`config.mk`:
```
export PLATFORM = sky130hd
export DESIGN_NAME = sleep_state_error_masking
export DESIGN_NICKNAME = d
export VERILOG_FILES = /design/src/rtl/sleep_state_error_masking.v
export VERILOG_INCLUDE_DIRS = /design/src /design/src/rtl
export SDC_FILE = /design/constraint.sdc
export NUM_CORES = 1
export LEC_CHECK = 0
export ABC_AREA = 1
export BUFFER_PORTS_ARGS = -buffer_cell sky130_fd_sc_hd__buf_2
export CAP_MARGIN = 40
export CORE_MARGIN = 2
export CORE_UTILIZATION = 51
export DETAILED_ROUTE_END_ITERATION = 8
export GPL_TIMING_DRIVEN = 0
export HOLD_SLACK_MARGIN = 0.1
export PLACE_DENSITY = 0.8
export SYNTH_ARGS = -nofsm -noshare
export SYNTH_HDL_FRONTEND = slang
export SYNTH_SLANG_ARGS = --single-unit
```
`constraint.sdc`:
```
create_clock -name CORE_CLK -period 1.9 [get_ports CORE_CLK]
set_clock_uncertainty 0.1 [all_clocks]
set_input_delay 0.19 -clock CORE_CLK [delete_from_list [all_inputs] [get_ports CORE_CLK]]
set_output_delay 0.19 -clock CORE_CLK [all_outputs]
set_load 0.05 [all_outputs]
```
`src/rtl/sleep_mask_regs.vh`:
```
// Register offsets, reset values and field positions of the sleep-state error masking block
`ifndef SLEEP_MASK_REGS_VH
`define SLEEP_MASK_REGS_VH

`define ADDR_SLEEP_CONTROL 8'hE4
`define ADDR_LIGHT_SLEEP_INPUT_MASK 8'hE5
`define ADDR_LIGHT_SLEEP_FAN_MASK 8'hE6
`define ADDR_SUSPEND_INPUT_MASK 8'hE7
`define ADDR_SUSPEND_FAN_MASK 8'hE8
`define ADDR_SUSPEND_TEMP_VOLTAGE_MASK 8'hE9
`define ADDR_OFF_STATE_INPUT_MASK 8'hEA
`define ADDR_OFF_STATE_TEMP_VOLTAGE_MASK 8'hEB
`define ADDR_INPUT_ERROR_MASK 8'hEC
`define ADDR_MISC_ERROR_MASK 8'hED
`define ADDR_GLOBAL_CONTROL 8'hF0
`define ADDR_INPUT_STATE 8'hF1
`define ADDR_IRQ_STATUS 8'hF2
`define ADDR_IRQ_MASK 8'hF3

`define RST_SLEEP_CONTROL 2'h3
`define RST_INPUT_MASK 8'hFF
`define RST_FAN_MASK 4'hF
`define RST_TEMP_VOLTAGE_MASK 4'h7
`define RST_MISC_ERROR_MASK 6'h3F
`define RST_GLOBAL_CONTROL 1'h0
`define RST_IRQ_MASK 8'h00

`define SLEEP_S0 2'h0
`define SLEEP_S1 2'h1
`define SLEEP_S3 2'h2
`define SLEEP_S45 2'h3

`define BIT_GLOBAL_MASK 2
`define BIT_ZONE_TEMP 3

`define IRQ_INPUT 0
`define IRQ_FAN 1
`define IRQ_ANALOG 2
`define IRQ_ZONE 3
`define IRQ_REGULATOR 4
`define IRQ_TERMINATION 5
`define IRQ_CORE_VOLTAGE 6

`endif

```
`src/rtl/sleep_state_error_masking.v`:
```
// Sleep-state and per-source error masking with register port and interrupt
//
// Contract
// - In S1, fan inputs one to four masked by light-sleep fan mask bits, reset 0Fh.
// - In S3, general inputs zero to seven masked by suspend input mask, reset FFh.
// - In S3, fan inputs one to four masked by suspend fan mask, reset 0Fh.
// - In S3, analog twelve to fourteen masked by suspend mask bits 0-2, reset 07h.
// - In S3, suspend mask bit 3 masks zone one and two temperature and diode errors.
// - In S4/5, general inputs masked by off-state input mask, reset FFh.
// - In S4/5, analog twelve to fourteen masked by off-state bits 0-2, reset 07h.
// - In S4/5, off-state bit 3 masks zone temperature and diode fault errors.
// - Input error mask masks general inputs in every state, reset FFh.
// - Input error mask gates both basic and extended input error status bits.
// - Live input state register always shows real input levels, unmasked.
// - Misc mask bits 0 and 1 mask regulator-hot inputs; register resets 3Fh.
// - Misc mask bits 2 and 3 mask termination inputs one and two.
// - Misc mask bits 4 and 5 mask core-voltage limit errors of analog seven, eight.
// - Sleep field: 00 S0 none, 01 S1, 10 S3, 11 S4/5 masking.
// - Global mask suppresses every error event, leaving other registers unchanged.
// - In S1, general inputs masked by light-sleep input mask, reset FFh.
//
// Implementation choice: the plain strobed port.
`timescale 1ns/1ps
`default_nettype none
`include "sleep_mask_regs.vh"

module sleep_state_error_masking #(
    parameter INPUTS = 8,
    parameter FANS = 4
) (
    // Clock and reset
    input wire CORE_CLK,
    input wire SRST,
    // Register port
    input wire [7:0] REG_ADDR,
    input wire [7:0] REG_WDATA,
    input wire REG_WR,
    input wire REG_RD,
    output reg [7:0] REG_RDATA,
    // Raw error events
    input wire [INPUTS-1:0] INPUT_ERROR_EVENT,
    input wire [INPUTS-1:0] INPUT_ERROR_EXT_EVENT,
    input wire [FANS-1:0] FAN_ERROR_EVENT,
    input wire [2:0] ANALOG_HIGH_ERROR_EVENT,
    input wire [1:0] ZONE_TEMP_ERROR_EVENT,
    input wire [1:0] ZONE_DIODE_FAULT_EVENT,
    input wire [1:0] REGULATOR_HOT_EVENT,
    input wire [1:0] TERMINATION_EVENT,
    input wire [1:0] CORE_VOLTAGE_LIMIT_EVENT,
    // Live general-purpose input pins
    input wire [INPUTS-1:0] GENERAL_INPUT_PIN,
    // Masked error events
    output reg [INPUTS-1:0] INPUT_ERROR_STATUS,
    output reg [INPUTS-1:0] INPUT_ERROR_EXT_STATUS,
    output reg [FANS-1:0] FAN_ERROR,
    output reg [2:0] ANALOG_HIGH_ERROR,
    output reg [1:0] ZONE_TEMP_ERROR,
    output reg [1:0] ZONE_DIODE_FAULT,
    output reg [1:0] REGULATOR_HOT_ERROR,
    output reg [1:0] TERMINATION_ERROR,
    output reg [1:0] CORE_VOLTAGE_ERROR,
    // Live input state and interrupt
    output reg [INPUTS-1:0] INPUT_STATE,
    output wire IRQ
);

    reg [1:0] sleep_state_field;
    reg [INPUTS-1:0] light_sleep_input_mask;
    reg [FANS-1:0] light_sleep_fan_mask;
    reg [INPUTS-1:0] suspend_input_mask;
    reg [FANS-1:0] suspend_fan_mask;
    reg [3:0] suspend_temp_voltage_mask;
    reg [INPUTS-1:0] off_state_input_mask;
    reg [3:0] off_state_temp_voltage_mask;
    reg [INPUTS-1:0] input_error_mask;
    reg [5:0] misc_error_mask;
    reg global_error_mask;
    reg [7:0] irq_status;
    reg [7:0] irq_mask;
    reg [INPUTS-1:0] pin_s1;
    reg [INPUTS-1:0] pin_s2;
    reg [INPUTS-1:0] pin_s3;

    reg [INPUTS-1:0] input_kill;
    reg [FANS-1:0] fan_kill;
    reg [2:0] analog_kill;
    reg zone_kill;
    reg [1:0] regulator_kill;
    reg [1:0] termination_kill;
    reg [1:0] core_kill;
    reg [INPUTS-1:0] next_input_err;
    reg [INPUTS-1:0] next_input_ext;
    reg [FANS-1:0] next_fan;
    reg [2:0] next_analog;
    reg [1:0] next_zone_temp;
    reg [1:0] next_zone_diode;
    reg [1:0] next_regulator;
    reg [1:0] next_termination;
    reg [1:0] next_core;
    reg [7:0] events;
    reg [7:0] next_rdata;

    // Sleep mask applies only when the field selects the matching state
    function in_state;
        input [1:0] field;
        input [1:0] state;
        begin
            in_state = (field == state);
        end
    endfunction

    // Mask selection per source
    always @* begin
        input_kill = {INPUTS{global_error_mask}} | input_error_mask;
        fan_kill = {FANS{global_error_mask}};
        analog_kill = {3{global_error_mask}};
        zone_kill = global_error_mask;
        if (in_state(sleep_state_field, `SLEEP_S1)) begin
            input_kill = input_kill | light_sleep_input_mask;
            fan_kill = fan_kill | light_sleep_fan_mask;
        end
        if (in_state(sleep_state_field, `SLEEP_S3)) begin
            input_kill = input_kill | suspend_input_mask;
            fan_kill = fan_kill | suspend_fan_mask;
            analog_kill = analog_kill | suspend_temp_voltage_mask[2:0];
            zone_kill = zone_kill | suspend_temp_voltage_mask[`BIT_ZONE_TEMP];
        end
        if (in_state(sleep_state_field, `SLEEP_S45)) begin
            input_kill = input_kill | off_state_input_mask;
            analog_kill = analog_kill | off_state_temp_voltage_mask[2:0];
            zone_kill = zone_kill | off_state_temp_voltage_mask[`BIT_ZONE_TEMP];
        end
        regulator_kill = {2{global_error_mask}} | misc_error_mask[1:0];
        termination_kill = {2{global_error_mask}} | misc_error_mask[3:2];
        core_kill = {2{global_error_mask}} | misc_error_mask[5:4];
    end

    // Masked events
    always @* begin
        next_input_err = INPUT_ERROR_EVENT & ~input_kill;
        next_input_ext = INPUT_ERROR_EXT_EVENT & ~input_kill;
        next_fan = FAN_ERROR_EVENT & ~fan_kill;
        next_analog = ANALOG_HIGH_ERROR_EVENT & ~analog_kill;
        next_zone_temp = ZONE_TEMP_ERROR_EVENT & ~{2{zone_kill}};
        next_zone_diode = ZONE_DIODE_FAULT_EVENT & ~{2{zone_kill}};
        next_regulator = REGULATOR_HOT_EVENT & ~regulator_kill;
        next_termination = TERMINATION_EVENT & ~termination_kill;
        next_core = CORE_VOLTAGE_LIMIT_EVENT & ~core_kill;
        events = 8'h00;
        events[`IRQ_INPUT] = |(next_input_err | next_input_ext);
        events[`IRQ_FAN] = |next_fan;
        events[`IRQ_ANALOG] = |next_analog;
        events[`IRQ_ZONE] = |(next_zone_temp | next_zone_diode);
        events[`IRQ_REGULATOR] = |next_regulator;
        events[`IRQ_TERMINATION] = |next_termination;
        events[`IRQ_CORE_VOLTAGE] = |next_core;
    end

    // Read mux, reserved bits zero
    always @* begin
        next_rdata = 8'h00;
        case (REG_ADDR)
            `ADDR_SLEEP_CONTROL: next_rdata = {6'h00, sleep_state_field};
            `ADDR_LIGHT_SLEEP_INPUT_MASK: next_rdata = light_sleep_input_mask;
            `ADDR_LIGHT_SLEEP_FAN_MASK: next_rdata = {4'h0, light_sleep_fan_mask};
            `ADDR_SUSPEND_INPUT_MASK: next_rdata = suspend_input_mask;
            `ADDR_SUSPEND_FAN_MASK: next_rdata = {4'h0, suspend_fan_mask};
            `ADDR_SUSPEND_TEMP_VOLTAGE_MASK: next_rdata = {4'h0, suspend_temp_voltage_mask};
            `ADDR_OFF_STATE_INPUT_MASK: next_rdata = off_state_input_mask;
            `ADDR_OFF_STATE_TEMP_VOLTAGE_MASK: next_rdata = {4'h0, off_state_temp_voltage_mask};
            `ADDR_INPUT_ERROR_MASK: next_rdata = input_error_mask;
            `ADDR_MISC_ERROR_MASK: next_rdata = {2'h0, misc_error_mask};
            `ADDR_GLOBAL_CONTROL: next_rdata = {5'h00, global_error_mask, 2'h0};
            `ADDR_INPUT_STATE: next_rdata = INPUT_STATE;
            `ADDR_IRQ_STATUS: next_rdata = irq_status;
            `ADDR_IRQ_MASK: next_rdata = irq_mask;
            default: next_rdata = 8'h00;
        endcase
    end

    // Register write decode, shared by every writable register
    function write_hit;
        input strobe;
        input [7:0] addr;
        input [7:0] target;
        begin
            write_hit = strobe && (addr == target);
        end
    endfunction

    // Sleep-state field
    always @(posedge CORE_CLK) begin
        if (SRST) begin
            sleep_state_field <= `RST_SLEEP_CONTROL;
        end else if (write_hit(REG_WR, REG_ADDR, `ADDR_SLEEP_CONTROL)) begin
            sleep_state_field <= REG_WDATA[1:0];
        end
    end

    // Light-sleep input mask
    always @(posedge CORE_CLK) begin
        if (SRST) begin
            light_sleep_input_mask <= `RST_INPUT_MASK;
        end else if (write_hit(REG_WR, REG_ADDR, `ADDR_LIGHT_SLEEP_INPUT_MASK)) begin
            light_sleep_input_mask <= REG_WDATA;
        end
    end

    // Light-sleep fan mask
    always @(posedge CORE_CLK) begin
        if (SRST) begin
            light_sleep_fan_mask <= `RST_FAN_MASK;
        end else if (write_hit(REG_WR, REG_ADDR, `ADDR_LIGHT_SLEEP_FAN_MASK)) begin
            light_sleep_fan_mask <= REG_WDATA[3:0];
        end
    end

    // Suspend input mask
    always @(posedge CORE_CLK) begin
        if (SRST) begin
            suspend_input_mask <= `RST_INPUT_MASK;
        end else if (write_hit(REG_WR, REG_ADDR, `ADDR_SUSPEND_INPUT_MASK)) begin
            suspend_input_mask <= REG_WDATA;
        end
    end

    // Suspend fan mask
    always @(posedge CORE_CLK) begin
        if (SRST) begin
            suspend_fan_mask <= `RST_FAN_MASK;
        end else if (write_hit(REG_WR, REG_ADDR, `ADDR_SUSPEND_FAN_MASK)) begin
            suspend_fan_mask <= REG_WDATA[3:0];
        end
    end

    // Suspend temperature and voltage mask
    always @(posedge CORE_CLK) begin
        if (SRST) begin
            suspend_temp_voltage_mask <= `RST_TEMP_VOLTAGE_MASK;
        end else if (write_hit(REG_WR, REG_ADDR, `ADDR_SUSPEND_TEMP_VOLTAGE_MASK)) begin
            suspend_temp_voltage_mask <= REG_WDATA[3:0];
        end
    end

    // Off-state input mask
    always @(posedge CORE_CLK) begin
        if (SRST) begin
            off_state_input_mask <= `RST_INPUT_MASK;
        end else if (write_hit(REG_WR, REG_ADDR, `ADDR_OFF_STATE_INPUT_MASK)) begin
            off_state_input_mask <= REG_WDATA;
        end
    end

    // Off-state temperature and voltage mask
    always @(posedge CORE_CLK) begin
        if (SRST) begin
            off_state_temp_voltage_mask <= `RST_TEMP_VOLTAGE_MASK;
        end else if (write_hit(REG_WR, REG_ADDR, `ADDR_OFF_STATE_TEMP_VOLTAGE_MASK)) begin
            off_state_temp_voltage_mask <= REG_WDATA[3:0];
        end
    end

    // Always-on input error mask
    always @(posedge CORE_CLK) begin
        if (SRST) begin
            input_error_mask <= `RST_INPUT_MASK;
        end else if (write_hit(REG_WR, REG_ADDR, `ADDR_INPUT_ERROR_MASK)) begin
            input_error_mask <= REG_WDATA;
        end
    end

    // Miscellaneous error mask
    always @(posedge CORE_CLK) begin
        if (SRST) begin
            misc_error_mask <= `RST_MISC_ERROR_MASK;
        end else if (write_hit(REG_WR, REG_ADDR, `ADDR_MISC_ERROR_MASK)) begin
            misc_error_mask <= REG_WDATA[5:0];
        end
    end

    // Global mask bit
    always @(posedge CORE_CLK) begin
        if (SRST) begin
            global_error_mask <= `RST_GLOBAL_CONTROL;
        end else if (write_hit(REG_WR, REG_ADDR, `ADDR_GLOBAL_CONTROL)) begin
            global_error_mask <= REG_WDATA[`BIT_GLOBAL_MASK];
        end
    end

    // Interrupt mask
    always @(posedge CORE_CLK) begin
        if (SRST) begin
            irq_mask <= `RST_IRQ_MASK;
        end else if (write_hit(REG_WR, REG_ADDR, `ADDR_IRQ_MASK)) begin
            irq_mask <= REG_WDATA;
        end
    end

    // Interrupt status, set wins over write-one-to-clear
    always @(posedge CORE_CLK) begin
        if (SRST) begin
            irq_status <= 8'h00;
        end else if (write_hit(REG_WR, REG_ADDR, `ADDR_IRQ_STATUS)) begin
            irq_status <= (irq_status & ~REG_WDATA) | events;
        end else begin
            irq_status <= irq_status | events;
        end
    end

    // Read data stands for one cycle after the read strobe
    always @(posedge CORE_CLK) begin
        if (SRST) begin
            REG_RDATA <= 8'h00;
        end else begin
            REG_RDATA <= REG_RD ? next_rdata : 8'h00;
        end
    end

    // Pin synchroniser
    always @(posedge CORE_CLK) begin
        if (SRST) begin
            pin_s1 <= {INPUTS{1'b0}};
            pin_s2 <= {INPUTS{1'b0}};
            pin_s3 <= {INPUTS{1'b0}};
        end else begin
            pin_s1 <= GENERAL_INPUT_PIN;
            pin_s2 <= pin_s1;
            pin_s3 <= pin_s2;
        end
    end

    // Live input state, change accepted when stages two and three agree
    always @(posedge CORE_CLK) begin
        if (SRST) begin
            INPUT_STATE <= {INPUTS{1'b0}};
        end else begin
            INPUT_STATE <= (pin_s2 & pin_s3) | (INPUT_STATE & (pin_s2 | pin_s3));
        end
    end

    // Input error status, basic and extended
    always @(posedge CORE_CLK) begin
        if (SRST) begin
            INPUT_ERROR_STATUS <= {INPUTS{1'b0}};
            INPUT_ERROR_EXT_STATUS <= {INPUTS{1'b0}};
        end else begin
            INPUT_ERROR_STATUS <= next_input_err;
            INPUT_ERROR_EXT_STATUS <= next_input_ext;
        end
    end

    // Other masked event outputs, one cycle after the event
    always @(posedge CORE_CLK) begin
        if (SRST) begin
            FAN_ERROR <= {FANS{1'b0}};
            ANALOG_HIGH_ERROR <= 3'h0;
            ZONE_TEMP_ERROR <= 2'h0;
            ZONE_DIODE_FAULT <= 2'h0;
            REGULATOR_HOT_ERROR <= 2'h0;
            TERMINATION_ERROR <= 2'h0;
            CORE_VOLTAGE_ERROR <= 2'h0;
        end else begin
            FAN_ERROR <= next_fan;
            ANALOG_HIGH_ERROR <= next_analog;
            ZONE_TEMP_ERROR <= next_zone_temp;
            ZONE_DIODE_FAULT <= next_zone_diode;
            REGULATOR_HOT_ERROR <= next_regulator;
            TERMINATION_ERROR <= next_termination;
            CORE_VOLTAGE_ERROR <= next_core;
        end
    end

    assign IRQ = |(irq_status & irq_mask);

endmodule

`default_nettype wire
```
==> results.cfg <==
[run_status]
status = finished, final reports clean

[place]
dpl.cell_count = 1068
place_area_sq_mm = 0.00673
place_hpwl_um = 12700
gp_congestion = 0.966
pre_cts_slack_ps = 159
io_buffers = 110

[synth]
synth_edf_count = 0
ys_warn_count = 0
synth_most_common_cell = nand2_1
synth_top_family_by_area = simple AND/OR/NAND/NOR gates
yosysUniqueCellTypes = 28
synth_compound_area_frac = 0.137
syn_area_sq_mm = 0.00600
synth-async-reset-ratio = 0
synth.area.top_cells = dfxtp_1 49%, nand2_1 12%, nor2_1 8.3%
netlist_top_cells_count = 192 x nand2_1, 146 x dfxtp_1, 133 x nor2_1
synthFlopType = dfxtp_1
yosysTopAreaCellShare = 0.487
synthAdderAreaFrac = 0
synth_nets = 876
avgSynthCellArea_sq_um = 7.36
ys_seq_area_frac = 0.487
yosys-mux-area-fraction = 0
synthCells = 815
yosysTopAreaCell = dfxtp_1
yosys.area_share.simple = 0.297
yosys.area_share.xor_xnor = 0
synth_seq_cells = 146

[power_and_ir_drop]
ir_worst_vdd_mv = 0.756
p_per_area_mw_per_mm2 = 889
cellLeakagePower_nw = 3.87
report.power.total_mw = 7.02

[worst_setup_path]
rr_endpoint = irq_status[0]$_SDFF_PP0_
r2r_start = in_state.field[0]$_SDFFE_PP1P_
crit_type = reg2out
cp_slowest_cell = dfxtp_1
cp-startpoint = irq_status[0]$_SDFF_PP0_
crit_buf_inv = 1
crit_chain = a22o_1, a221oi_2, nand3_1, buf_4
reg2reg_slack_ps = 130
cp_num_cells = 4
critPathMaxFanout = 3
cpPeakStageDelay_ps = 340
arrival_ps = 1550
worstSetupStartpointType = flop
critPathCaptureType = primary output
r2r_cells = 11
cp-endpoint = IRQ
cp_top_family = compound AO/OA/AOI/OAI gates
required_ps = 1610

[global_route]
grt_max_degree = 17
track_usage = 0.301
grt_antenna_before_repair = 0
grt_pass1_vias = 5956
grt_pass1_wl_um = 29600
gr-total-overflow = 0

[die]
start_util = 0.523
dieArea_sq_mm = 0.0127
rows = 39
die_h_um = 112
die_width_um = 112
ioPinCount = 111
core_area_sq_mm = 0.0115

[sta]
postLayoutSetupSlackWorst_ps = 58.9
fmax_ghz = 0.543
worst_slew_pin_slew_ps = 785
final-setup-viol-count = 0
period_share = 0.969
timing.slew.headroom = 0.476
setup_tns_ps = 0
holdWs_ps = 116
rsz0062_at_grt = no
min_period_ps = 1840
final_max_slew_viol_count = 0
hold_viol_final = 0

[clock_tree]
h-tree-depth = 4
cts_buffers = 17
cts_tree = yes
clkSinkCount = 146
clk_pin_slew_ps = 60
cts_root_buf = clkbuf_16
clk_path_buf_depth = 2
clk_latency_ps = 440

[finish]
final_nets = 1058
diodes = 0
areaGrowthSynthToFinish_pct = 31.5
drive_above_1_share = 0.175
final_area_sq_mm = 0.00789
utilization = 0.688
fin_cells = 1153

[min_path]
whs_path_depth = 4
holdCritPathClass = in2reg

[detailed_routing]
via_per_inst = 5.46
vias = 6294
drc = 0
ant_nets = 0
routed_wl_um = 18600
wl_per_cell_um = 16.2
firstDrtPassIters = 6
first_iter_violations = 613

[job]
drv_cap = 0
worst min path at each step:
| stage | from | to | slack (ps) |
|---|---|---|---|
| after floorplan | GENERAL_INPUT_PIN[0] | pin_s1[0]$_SDFF_PP0_ | 200 |
| after CTS | SRST | REGULATOR_HOT_ERROR[0]$_SDFF_PP0_ | 100 |
| after global placement | GENERAL_INPUT_PIN[2] | pin_s1[2]$_SDFF_PP0_ | 290 |
| final | SRST | REGULATOR_HOT_ERROR[0]$_SDFF_PP0_ | 120 |
| after global routing | REG_RD | REG_RDATA[5]$_SDFF_PP0_ | 120 |
| after detailed placement | GENERAL_INPUT_PIN[0] | pin_s1[0]$_SDFF_PP0_ | 300 |
timing repair:
action,CTS,global route
endpoints found under the setup margin,1,2
hold buffers,52,0
gates resized for setup,2,1
pin swaps,0,1
setup buffers,0,1
endpoints found under the hold margin,70,0
cell type report:
class	count	area, sq um
clock buffer	18	429
buffer	28	148
fill	922	3580
clock inverter	14	178
timing repair buffer	163	1090
inverter	88	330
tap	143	179
multi-input combinational	553	2610
sequential	146	2920
layout by cell type, fill, tap and decap left out:
| master | n |
|---|---|
| a211oi_1 | 1 |
| a21oi_1 | 34 |
| a21oi_2 | 1 |
| a221oi_2 | 1 |
| a22o_1 | 1 |
| and3_1 | 2 |
| buf_1 | 1 |
| buf_12 | 1 |
| buf_2 | 119 |
| buf_4 | 1 |
| buf_6 | 4 |
| bufinv_16 | 3 |
| clkbuf_1 | 14 |
| clkbuf_16 | 17 |
| clkinv_1 | 4 |
| clkinv_2 | 2 |
| clkinv_4 | 4 |
| clkinvlp_4 | 1 |
| dfxtp_1 | 146 |
| dlygate4sd3_1 | 52 |
| inv_1 | 80 |
| inv_2 | 4 |
| inv_6 | 4 |
| nand2_1 | 192 |
| nand2_2 | 1 |
| nand3_1 | 61 |
| nand3_2 | 9 |
| nand4_1 | 12 |
| nor2_1 | 133 |
| nor2_2 | 1 |
| nor2_4 | 4 |
| nor3_1 | 1 |
| nor3b_1 | 2 |
| o211ai_1 | 51 |
| o21ai_0 | 39 |
| o21ai_1 | 3 |
| o22ai_1 | 3 |
| o41ai_1 | 1 |
metal layers:
metal  track usage  vias up  part of all wire
met5             0        -                 0
met4         0.130        0             0.032
met3        0.0713       51             0.096
met2         0.498      346              0.47
met1         0.376     2873              0.40
li1              -     3024                 -
logic make-up (layout without fill, tap and decap cells):
family	Yosys count	count (layout)
AOI/OAI and AO/OA	135	135
buffers and inverters	116	311
DFF	146	146
and+or+nand+nor	418	418
report_power, final:
part           switching, mW  internal (mW)
combinational          0.273          0.166
clock                   1.38           2.08
sequential            0.0181           3.10
total                   1.67           5.35
worst reg2reg max path, cell delays in order (launching register included):
cell     delay (ps)
dfxtp_1         290
buf_2           160
inv_1           270
nand3_1         130
nand2_1          80
nor2_1           70
o21ai_0          90
nand2_1          70
nor2_1          190
nand3_1         110
nand2_1          70
inv_1            40
No activity file was read; power rests on OpenSTA's default activity.
